$ cat config.mk
export PLATFORM = sky130hd
export DESIGN_NAME = afc_codec
export DESIGN_NICKNAME = d
export VERILOG_FILES = /design/src/afc_pkg.sv /design/src/afc_stream_if.sv /design/src/afc_fifo.sv /design/src/afc_codec.sv
export VERILOG_INCLUDE_DIRS = /design/src
export SDC_FILE = /design/constraint.sdc
export NUM_CORES = 2
export LEC_CHECK = 0
export BUFFER_PORTS_ARGS = -buffer_cell sky130_fd_sc_hd__buf_2
export CAP_MARGIN = 20
export CORE_ASPECT_RATIO = 1.2
export CORE_MARGIN = 2
export CORE_UTILIZATION = 60
export CTS_BUF_LIST = sky130_fd_sc_hd__clkbuf_8 sky130_fd_sc_hd__clkbuf_16
export DETAILED_ROUTE_END_ITERATION = 8
export GPL_TIMING_DRIVEN = 0
export PLACE_DENSITY_LB_ADDON = 0.2
export SLEW_MARGIN = 10
export SYNTH_ARGS = -nofsm -noshare
export SYNTH_HDL_FRONTEND = slang
export SYNTH_SLANG_ARGS = --single-unit
export TNS_END_PERCENT = 100
$ cat constraint.sdc
create_clock -name sys_clk -period 8.1 [get_ports sys_clk]
set_clock_uncertainty 0.1 [all_clocks]
set_input_delay 0.81 -clock sys_clk [delete_from_list [all_inputs] [get_ports sys_clk]]
set_output_delay 0.81 -clock sys_clk [all_outputs]
set_load 0.005 [all_outputs]
$ cat src/afc_defs.svh
`ifndef AFC_DEFS_SVH
`define AFC_DEFS_SVH

// ----------------------------------------
// byte values
// ----------------------------------------
`define AFC_DELIM 8'h7e
`define AFC_ESC 8'h7d
`define AFC_ESC_XOR 8'h20
`define AFC_XON 8'h11
`define AFC_XOFF 8'h13
`define AFC_SUM_GOOD 8'hff

// ----------------------------------------
// mode selector values
// ----------------------------------------
`define AFC_MODE_TRANSP 2'h0
`define AFC_MODE_PLAIN 2'h1
`define AFC_MODE_ESCAPED 2'h2

// ----------------------------------------
// sizes
// ----------------------------------------
`define AFC_BUF_AW 8
`define AFC_BUF_DEPTH 256
`define AFC_BUF_MAX 16'h0100
`define AFC_FIFO_DEPTH 8
`define AFC_FIFO_W 10

`endif

$ cat src/afc_pkg.sv
package afc_pkg;

    typedef enum logic [2:0] {
        AFC_RX_IDLE = 3'b000,
        AFC_RX_LEN_HI = 3'b001,
        AFC_RX_LEN_LO = 3'b010,
        AFC_RX_DATA = 3'b011,
        AFC_RX_CSUM = 3'b100,
        AFC_RX_REPLAY = 3'b101
    } afc_rx_state_t;

    typedef enum logic [2:0] {
        AFC_TX_IDLE = 3'b000,
        AFC_TX_DELIM = 3'b001,
        AFC_TX_LEN_HI = 3'b010,
        AFC_TX_LEN_LO = 3'b011,
        AFC_TX_DATA = 3'b100,
        AFC_TX_CSUM = 3'b101
    } afc_tx_state_t;

endpackage

$ cat src/afc_stream_if.sv
`timescale 1ns/1ns
interface afc_stream_if #(
    parameter int W = 10
);
    logic valid;
    logic ready;
    logic [W-1:0] data;

    modport src (
        output valid,
        output data,
        input ready
    );

    modport snk (
        input valid,
        input data,
        output ready
    );
endinterface

$ cat src/afc_fifo.sv
`timescale 1ns/1ns
module afc_fifo #(
    parameter int WIDTH = 10,
    parameter int DEPTH = 8
) (
    // clock and reset
    input wire logic sys_clk,
    input wire logic rst,
    // fill side
    afc_stream_if.snk wr,
    // drain side
    afc_stream_if.src rd,
    // at least two free words after this edge
    output logic space_ok
);
    localparam int AW = $clog2(DEPTH);
    localparam int CW = $clog2(DEPTH + 1);

    logic [WIDTH-1:0] mem [DEPTH];
    logic [AW-1:0] wr_ptr_q, wr_ptr_d, rd_ptr_q, rd_ptr_d;
    logic [CW-1:0] count_q, count_d;
    logic space_q, space_d;
    logic push, pop;

    assign wr.ready = (count_q != CW'(DEPTH));
    assign rd.valid = (count_q != '0);
    assign rd.data = mem[rd_ptr_q];
    assign space_ok = space_q;

    always_comb begin
        push = wr.valid && wr.ready;
        pop = rd.valid && rd.ready;
        wr_ptr_d = push ? AW'(wr_ptr_q + 1'b1) : wr_ptr_q;
        rd_ptr_d = pop ? AW'(rd_ptr_q + 1'b1) : rd_ptr_q;
        count_d = count_q;
        if (push && !pop) begin
            count_d = CW'(count_q + 1'b1);
        end else if (pop && !push) begin
            count_d = CW'(count_q - 1'b1);
        end
        space_d = (count_d <= CW'(DEPTH - 2));
    end

    always_ff @(posedge sys_clk or posedge rst) begin
        if (rst) begin
            wr_ptr_q <= '0;
            rd_ptr_q <= '0;
            count_q <= '0;
            space_q <= 1'b1;
        end else begin
            wr_ptr_q <= wr_ptr_d;
            rd_ptr_q <= rd_ptr_d;
            count_q <= count_d;
            space_q <= space_d;
        end
    end

    // storage has no reset; only words below count are ever read
    always_ff @(posedge sys_clk) begin
        if (push) begin
            mem[wr_ptr_q] <= wr.data;
        end
    end
endmodule

$ cat src/afc_codec.sv
`timescale 1ns/1ns
`include "afc_defs.svh"
module afc_codec
    import afc_pkg::*;
(
    // clock and reset
    input wire logic sys_clk,
    input wire logic rst,
    // configuration
    input wire logic [1:0] api_mode_select,
    // serial receive bytes
    input wire logic uart_rx_valid,
    input wire logic [7:0] uart_rx_byte,
    output logic uart_rx_ready,
    // serial transmit bytes
    output logic uart_tx_valid,
    output logic [7:0] uart_tx_byte,
    input wire logic uart_tx_ready,
    // delivered frame data
    output logic rx_valid,
    output logic [7:0] rx_data,
    output logic rx_first,
    output logic rx_last,
    input wire logic rx_ready,
    output logic rx_frame_ok,
    output logic rx_frame_err,
    // frame data to send
    input wire logic tx_start,
    input wire logic [15:0] tx_len,
    input wire logic tx_valid,
    input wire logic [7:0] tx_data,
    output logic tx_ready,
    output logic tx_busy
);
    // ----------------------------------------
    // helpers
    // ----------------------------------------
    function automatic logic needs_esc(input logic [7:0] b);
        needs_esc = (b == `AFC_DELIM) || (b == `AFC_ESC) ||
                    (b == `AFC_XON) || (b == `AFC_XOFF);
    endfunction

    function automatic logic is_framed(input logic [1:0] m);
        is_framed = (m == `AFC_MODE_PLAIN) || (m == `AFC_MODE_ESCAPED);
    endfunction

    // ----------------------------------------
    // receive parser
    // ----------------------------------------
    afc_stream_if #(.W(`AFC_FIFO_W)) rx_in ();
    afc_stream_if #(.W(`AFC_FIFO_W)) rx_out ();
    logic space_ok;

    // frame held here until its checksum proves good
    logic [7:0] frame_buf [`AFC_BUF_DEPTH];
    afc_rx_state_t rx_st_q, rx_st_d;
    logic [15:0] len_q, len_d;
    logic [8:0] idx_q, idx_d;
    logic [7:0] sum_q, sum_d;
    logic esc_q, esc_d;
    logic rdy_q, rdy_d;
    logic ok_q, ok_d, err_q, err_d;
    logic push_v;
    logic [`AFC_FIFO_W-1:0] push_w;
    logic wr_en;
    logic [7:0] b;
    logic take, framed, escm;

    always_comb begin
        rx_st_d = rx_st_q;
        len_d = len_q;
        idx_d = idx_q;
        sum_d = sum_q;
        esc_d = esc_q;
        ok_d = 1'b0;
        err_d = 1'b0;
        push_v = 1'b0;
        push_w = '0;
        wr_en = 1'b0;
        take = uart_rx_valid && rdy_q;
        framed = is_framed(api_mode_select);
        escm = (api_mode_select == `AFC_MODE_ESCAPED);
        b = (escm && esc_q) ? (uart_rx_byte ^ `AFC_ESC_XOR) : uart_rx_byte;
        if (take && !framed) begin
            push_v = 1'b1;
            push_w = {2'b00, uart_rx_byte};
            rx_st_d = AFC_RX_IDLE;
        end else if (take && escm && uart_rx_byte == `AFC_DELIM) begin
            err_d = (rx_st_q != AFC_RX_IDLE);
            rx_st_d = AFC_RX_LEN_HI;
            esc_d = 1'b0;
        end else if (take && escm && uart_rx_byte == `AFC_ESC && !esc_q
                     && rx_st_q != AFC_RX_IDLE) begin
            esc_d = 1'b1;
        end else if (take) begin
            esc_d = 1'b0;
            case (rx_st_q)
                AFC_RX_IDLE: begin
                    if (uart_rx_byte == `AFC_DELIM) begin
                        rx_st_d = AFC_RX_LEN_HI;
                    end
                end // other bytes fall away here
                AFC_RX_LEN_HI: begin
                    len_d = {b, len_q[7:0]};
                    rx_st_d = AFC_RX_LEN_LO;
                end
                AFC_RX_LEN_LO: begin
                    len_d = {len_q[15:8], b};
                    idx_d = '0;
                    sum_d = '0;
                    // no room for a type byte, or too long to hold
                    if (len_d == 16'h0000 || len_d > `AFC_BUF_MAX) begin
                        err_d = 1'b1;
                        rx_st_d = AFC_RX_IDLE;
                    end else begin
                        rx_st_d = AFC_RX_DATA;
                    end
                end
                AFC_RX_DATA: begin
                    wr_en = 1'b1;
                    sum_d = 8'(sum_q + b);
                    idx_d = 9'(idx_q + 1'b1);
                    if (16'(idx_d) == len_q) begin
                        rx_st_d = AFC_RX_CSUM;
                    end
                end
                AFC_RX_CSUM: begin
                    idx_d = '0;
                    if (8'(sum_q + b) == `AFC_SUM_GOOD) begin
                        ok_d = 1'b1;
                        rx_st_d = AFC_RX_REPLAY;
                    end else begin
                        err_d = 1'b1;
                        rx_st_d = AFC_RX_IDLE;
                    end
                end
                default: begin
                    rx_st_d = rx_st_q;
                end
            endcase
        end
        // in modes 1 and 2 only checked frames reach the fifo; mode 0 pushes raw bytes
        if (rx_st_q == AFC_RX_REPLAY && rx_in.ready) begin
            push_v = 1'b1;
            push_w = {idx_q == 9'h000, 16'(idx_q) == 16'(len_q - 1'b1),
                      frame_buf[idx_q[`AFC_BUF_AW-1:0]]};
            idx_d = 9'(idx_q + 1'b1);
            if (16'(idx_q) == 16'(len_q - 1'b1)) begin
                rx_st_d = AFC_RX_IDLE;
            end
        end
        // registered ready lags one cycle; the two-word margin lets the fifo fill to the last word
        rdy_d = (rx_st_d != AFC_RX_REPLAY) && space_ok;
    end

    always_ff @(posedge sys_clk or posedge rst) begin
        if (rst) begin
            rx_st_q <= AFC_RX_IDLE;
            len_q <= '0;
            idx_q <= '0;
            sum_q <= '0;
            esc_q <= 1'b0;
            rdy_q <= 1'b0;
            ok_q <= 1'b0;
            err_q <= 1'b0;
        end else begin
            rx_st_q <= rx_st_d;
            len_q <= len_d;
            idx_q <= idx_d;
            sum_q <= sum_d;
            esc_q <= esc_d;
            rdy_q <= rdy_d;
            ok_q <= ok_d;
            err_q <= err_d;
        end
    end

    always_ff @(posedge sys_clk) begin
        if (wr_en) begin
            frame_buf[idx_q[`AFC_BUF_AW-1:0]] <= b;
        end
    end

    assign rx_in.valid = push_v;
    assign rx_in.data = push_w;
    assign uart_rx_ready = rdy_q;
    assign rx_frame_ok = ok_q;
    assign rx_frame_err = err_q;

    afc_fifo #(.WIDTH(`AFC_FIFO_W), .DEPTH(`AFC_FIFO_DEPTH)) u_rx_fifo (
        .sys_clk(sys_clk),
        .rst(rst),
        .wr(rx_in),
        .rd(rx_out),
        .space_ok(space_ok)
    );

    // ----------------------------------------
    // receive output stage
    // ----------------------------------------
    logic ov_q, ov_d;
    logic [`AFC_FIFO_W-1:0] ow_q, ow_d;

    always_comb begin
        rx_out.ready = !ov_q || rx_ready;
        ov_d = ov_q;
        ow_d = ow_q;
        if (rx_out.ready) begin
            ov_d = rx_out.valid;
            ow_d = rx_out.data;
        end
    end

    always_ff @(posedge sys_clk or posedge rst) begin
        if (rst) begin
            ov_q <= 1'b0;
            ow_q <= '0;
        end else begin
            ov_q <= ov_d;
            ow_q <= ow_d;
        end
    end

    assign rx_valid = ov_q;
    assign rx_first = ow_q[9];
    assign rx_last = ow_q[8];
    assign rx_data = ow_q[7:0];

    // ----------------------------------------
    // transmit framer
    // ----------------------------------------
    afc_tx_state_t tx_st_q, tx_st_d;
    logic [15:0] tlen_q, tlen_d, tcnt_q, tcnt_d;
    logic [7:0] tsum_q, tsum_d;
    logic pend_q, pend_d;
    logic [7:0] pend_b_q, pend_b_d;
    logic out_v_q, out_v_d;
    logic [7:0] out_b_q, out_b_d;
    logic trdy_q, trdy_d;
    logic tbusy_q, tbusy_d;
    logic em_req, em_raw, free, tacc;
    logic [7:0] em_b;

    always_comb begin
        tx_st_d = tx_st_q;
        tlen_d = tlen_q;
        tcnt_d = tcnt_q;
        tsum_d = tsum_q;
        pend_d = pend_q;
        pend_b_d = pend_b_q;
        out_v_d = out_v_q;
        out_b_d = out_b_q;
        em_req = 1'b0;
        em_raw = 1'b0;
        em_b = '0;
        free = !out_v_q || uart_tx_ready;
        tacc = tx_valid && trdy_q;
        if (free) begin
            out_v_d = 1'b0;
        end
        if (free && pend_q) begin
            out_v_d = 1'b1;
            out_b_d = pend_b_q;
            pend_d = 1'b0;
        end else if (free) begin
            case (tx_st_q)
                AFC_TX_IDLE: begin
                    if (!is_framed(api_mode_select)) begin
                        em_req = tacc;
                        em_raw = 1'b1;
                        em_b = tx_data;
                    end else if (tx_start) begin
                        tlen_d = tx_len;
                        tx_st_d = AFC_TX_DELIM;
                    end
                end
                AFC_TX_DELIM: begin
                    em_req = 1'b1;
                    em_raw = 1'b1; // leading delimiter never escaped
                    em_b = `AFC_DELIM;
                    tx_st_d = AFC_TX_LEN_HI;
                end
                AFC_TX_LEN_HI: begin
                    em_req = 1'b1;
                    em_b = tlen_q[15:8];
                    tx_st_d = AFC_TX_LEN_LO;
                end
                AFC_TX_LEN_LO: begin
                    em_req = 1'b1;
                    em_b = tlen_q[7:0];
                    tcnt_d = '0;
                    tsum_d = '0;
                    tx_st_d = (tlen_q == 16'h0000) ? AFC_TX_CSUM : AFC_TX_DATA;
                end
                AFC_TX_DATA: begin
                    if (tacc) begin
                        em_req = 1'b1;
                        em_b = tx_data;
                        tsum_d = 8'(tsum_q + tx_data);
                        tcnt_d = 16'(tcnt_q + 1'b1);
                        if (tcnt_d == tlen_q) begin
                            tx_st_d = AFC_TX_CSUM;
                        end
                    end
                end
                AFC_TX_CSUM: begin
                    em_req = 1'b1;
                    em_b = 8'(`AFC_SUM_GOOD - tsum_q);
                    tx_st_d = AFC_TX_IDLE;
                end
                default: begin
                    tx_st_d = AFC_TX_IDLE;
                end
            endcase
        end
        if (em_req) begin
            out_v_d = 1'b1;
            // mode 1 sends every byte as is
            if (!em_raw && api_mode_select == `AFC_MODE_ESCAPED && needs_esc(em_b)) begin
                out_b_d = `AFC_ESC;
                pend_d = 1'b1;
                pend_b_d = em_b ^ `AFC_ESC_XOR;
            end else begin
                out_b_d = em_b;
            end
        end
        // xon and xoff are escaped in mode 2 only, never obeyed
        trdy_d = !out_v_d && !pend_d &&
                 (tx_st_d == AFC_TX_DATA ||
                  (tx_st_d == AFC_TX_IDLE && !is_framed(api_mode_select)));
        tbusy_d = (tx_st_d != AFC_TX_IDLE) || pend_d;
    end

    always_ff @(posedge sys_clk or posedge rst) begin
        if (rst) begin
            tx_st_q <= AFC_TX_IDLE;
            tlen_q <= '0;
            tcnt_q <= '0;
            tsum_q <= '0;
            pend_q <= 1'b0;
            pend_b_q <= '0;
            out_v_q <= 1'b0;
            out_b_q <= '0;
            trdy_q <= 1'b0;
            tbusy_q <= 1'b0;
        end else begin
            tx_st_q <= tx_st_d;
            tlen_q <= tlen_d;
            tcnt_q <= tcnt_d;
            tsum_q <= tsum_d;
            pend_q <= pend_d;
            pend_b_q <= pend_b_d;
            out_v_q <= out_v_d;
            out_b_q <= out_b_d;
            trdy_q <= trdy_d;
            tbusy_q <= tbusy_d;
        end
    end

    assign uart_tx_valid = out_v_q;
    assign uart_tx_byte = out_b_q;
    assign tx_ready = trdy_q;
    assign tx_busy = tbusy_q;
endmodule

==> results.py <==
metrics = {
    "route": {
        "dr.pass1.iters": 9,
        "viasPerCell": 7.34,
        "drc": 0,
        "first_iter_violations": 9519,
        "wl_um": 320000,
        "vias": 51600,
        "routedWlPerCell_um": 45.6,
        "ant_nets": 0,
    },
    "yosys": {
        "synth-async-reset-ratio": 0.0555,
        "synth_edf_count": 2128,
        "synth_mux_area_frac": 0.167,
        "synthAdderAreaFrac": 0.00390,
        "synthCells": 4523,
        "avgSynthCellArea_um2": 20.0,
        "synth.yosys.seq_area_share": 0.742,
        "synthXorXnorAreaFrac": 0.00557,
        "synth_nets": 4591,
        "yosys.area_share.simple": 0.0397,
        "ys_ff_latch": 2253,
        "synth_flop_cell": "edfxtp_1",
        "yosysWarnings": 0,
        "synth_compound_area_frac": 0.0266,
        "synth_cell_types": 89,
        "syn-cell-area_mm2": 0.0904,
        "synth_top_family_by_area": "multiplexers",
    },
    "critical_path": {
        "start_kind": "flop",
        "r2r_cells": 11,
        "r2r_start": "idx_q[0]",
        "cp.arrival_ns": 7.58,
        "criticalPathCategory": "reg -> reg",
        "crit_path_top_delay_cell": "buf_2",
        "worstPathRequired_ns": 8.50,
        "path_buf_inv": 4,
        "crit_fanout": 10,
        "r2r_slack_ns": 0.92,
        "endpoint_kind": "flop",
        "critPathTopFamily": "buffers and inverters",
        "r2r_end": "u_rx_fifo.mem[4][1]",
        "cpPeakStageDelay_ns": 0.91,
        "path_cells": "buf_6 -> buf_6 -> buf_2 -> buf_2 -> mux4_2 -> mux2i_1 -> o32ai_1 -> nor4_1 -> nand4_1 -> a211oi_1 -> a21oi_1",
    },
    "sta": {
        "fin_crit_sh": 0.887,
        "setup_violations": 0,
        "finalCriticalPeriod_ns": 7.18,
        "slew_violations": 0,
        "max_freq_mhz": 139,
        "rsz0062_at_grt": "false",
        "whs_ns": 0.0563,
        "max_slew.worst_pin.slew_ns": 1.27,
        "slew_headroom": 0.126,
        "final_hold_viol_count": 0,
    },
    "clocking": {
        "cts_hold_buf": 1,
        "numCtsBuffers": 208,
        "path_clk_slew_ns": 0.06,
        "clock_latency_ns": 0.90,
        "cts-root-buf": "clkbuf_16",
        "cts.sinks": 2253,
        "cts_setup_buffers": 0,
        "postCtsResizedCells": 0,
        "cts_tree": "built",
        "htreeDepth": 4,
        "cts.path.max_buffers": 3,
    },
    "finish": {
        "area_growth_pct": 11.9,
        "drive_gt1_frac": 0.248,
        "final_area_mm2": 0.101,
        "utilization": 0.673,
        "fin_nets": 4918,
        "final-instance-count-excl-fill": 7025,
    },
    "hold_path": {
        "hold_end": "tlen_q[8]",
        "worstHoldStart": "tx_len[8]",
        "hold_path.class": "in -> reg",
        "hold_path_depth": 2,
    },
    "power_and_ir_drop": {
        "clkPwrFrac": 0.278,
        "p_per_area_mw_per_mm2": 345,
        "ir_worst_vdd_uv": 239,
        "comb_power_share": 0.339,
        "power_leakage_uw": 0.0321,
        "intPower_uw": 22200,
        "switching_power_uw": 12600,
        "pwr-share-seq": 0.382,
        "power.total_uw": 34800,
        "swShare": 0.362,
    },
    "floorplan": {
        "start_util": 0.602,
        "die_w_um": 358,
        "dieHeight_um": 429,
        "ios": 66,
        "design.core.area_mm2": 0.150,
        "die_area_mm2": 0.154,
        "fp-row-count": 156,
    },
    "global_routing": {
        "grt_start_max_net_pins": 154,
        "grt_pass1_wl_um": 424000,
        "grt_overflow_total": 0,
        "busiest_layer": "met2",
        "use_met2": 0.603,
        "grt_pass1_vias": 48900,
        "grt_usage": 0.423,
        "antenna_found_initial": 35,
        "use_met3": 0.136,
        "met1_usage": 0.550,
    },
    "placement": {
        "io_buffers": 65,
        "place_hpwl_um": 211000,
        "gp_congestion": 1.08,
        "post_dp_cell_area_mm2": 0.0943,
        "placed_cells": 6608,
    },
    "status": {
        "outcome": "complete, no violations",
    },
    "flow_run": {
        "cap_violations": 0,
    },
}
==> synth_stat cells, types with 22 or more instances <==
cell / n / area, µm²
nand3_1: 54 / 270
dfrtp_1: 124 / 3100
o22ai_1: 32 / 200
a21oi_1: 50 / 250
buf_2: 75 / 375
mux2_2: 23 / 259
nor2_1: 335 / 1260
nor3_1: 43 / 215
mux4_2: 594 / 13400
nor2b_1: 22 / 138
o21ai_0: 96 / 480
xnor2_1: 35 / 307
nand2b_1: 29 / 181
nor4_1: 28 / 175
buf_4: 24 / 180
nand2_1: 161 / 604
o31ai_1: 23 / 173
mux2i_1: 143 / 1430
inv_1: 25 / 93.8
buf_1: 33 / 124
clkbuf_1: 123 / 462
ha_1: 25 / 313
edfxtp_1: 2128 / 63900
==> sequential cells by signal, summed over array words and instances, names as in the netlist, 3 cells and up <==
register / flops
len_q: 16
tlen_q: 16
frame_buf: 2048
u_rx_fifo.wr_ptr_q: 3
u_rx_fifo.mem: 80
tx_st_q: 3
idx_q: 9
uart_tx_byte: 8
u_rx_fifo.rd_ptr_q: 3
tcnt_q: 16
ow_q: 10
sum_q: 8
tsum_q: 8
pend_b_q: 8
rx_st_q: 3
u_rx_fifo.count_q: 4
==> final cells by class <==
| cell class | count | area [µm²] |
|---|---|---|
| sequential | 2253 | 67000 |
| inverter | 26 | 110 |
| antenna | 21 | 52.6 |
| clock inverter | 175 | 1340 |
| tap | 1975 | 2470 |
| fill | 9546 | 49000 |
| multi-input combinational | 1977 | 22000 |
| timing repair buffer | 117 | 1380 |
| clock buffer | 214 | 5330 |
| buffer | 267 | 1350 |
==> stage by stage <==
stage | TNS [ns] | worst slack, ns
after floorplan | 0 | 1.43
final | 0 | 0.916
after CTS | 0 | 1.42
after global routing | 0 | 1.24
after detailed placement | 0 | 1.42
after global placement | -1306.71 | -2.21
==> cell usage in the layout (no fill, tap or decap), drive strengths merged, types with 14 or more instances in the layout <==
master	Yosys	routed
o21ai	98	98
clkinv	1	97
a21o	15	15
clkinvlp	0	15
a22oi	20	20
xnor2	36	36
o32ai	14	14
o31ai	24	24
a21oi	51	51
clkbuf	124	340
mux2i	143	143
bufinv	0	16
buf	143	257
mux4	594	594
ha	25	25
diode	0	21
o22ai	32	32
a31oi	17	17
xor2	18	18
nand2b	29	29
nor4	28	28
nor2b	22	22
nor3	43	43
dfrtp	124	124
nand4	20	20
edfxtp	2128	2128
nand2	161	161
inv	25	73
nor2	336	336
mux2	27	27
nand3	54	54
==> logic make-up after synthesis <==
group	Yosys count
flip-flops	2253
AND/OR/NAND/NOR	774
multiplexers	764
AO/OA/AOI/OAI	357
buffers and inverters	293
XOR/XNOR	55
adder cells (fa/ha/maj)	27
==> metal layers <==
metal / vias to the layer above / wire length [µm] / part of all wire
met5: - / 343 / 0.0011
met4: 34 / 29300 / 0.092
met3: 1055 / 45000 / 0.14
met2: 4622 / 141000 / 0.44
met1: 26600 / 105000 / 0.33
li1: 19300 / - / -
==> worst register-to-register path, cell delays in order (launching register included) <==
cell and delay, ns:
dfrtp_1 0.49, buf_6 0.28, buf_6 0.32, buf_2 0.88
buf_2 0.95, mux4_2 0.62, mux2i_1 0.76, o32ai_1 0.21
nor4_1 0.62, nand4_1 0.38, a211oi_1 0.81, a21oi_1 0.39
==> power groups by stage <==
| stage | Clock [µW] | Sequential, µW | Combinational, µW |
|---|---|---|---|
| after floorplan | 0 | 13500 | 5650 |
| after global placement | 0 | 13600 | 11000 |
| after detailed placement | 0 | 13600 | 11300 |
| after CTS | 9670 | 13300 | 11300 |
| after global routing | 10100 | 13300 | 11600 |
| final | 9700 | 13300 | 11800 |
==> worst max path at each step <==
stage / start / end / slack, ns / depth (start not counted)
2_1_floorplan: api_mode_select[0] / uart_rx_ready / 1.43 / 13
5_1_grt: idx_q[0] / u_rx_fifo.mem[6][1] / 1.24 / 11
6_report: idx_q[0] / u_rx_fifo.mem[4][1] / 0.92 / 11
4_1_cts: idx_q[1] / u_rx_fifo.mem[4][1] / 1.42 / 12
3_3_place_gp: api_mode_select[0] / uart_rx_ready / -2.21 / 14
3_5_place_dp: idx_q[0] / u_rx_fifo.mem[4][1] / 1.42 / 11
Power figures use the tool's default switching activity.
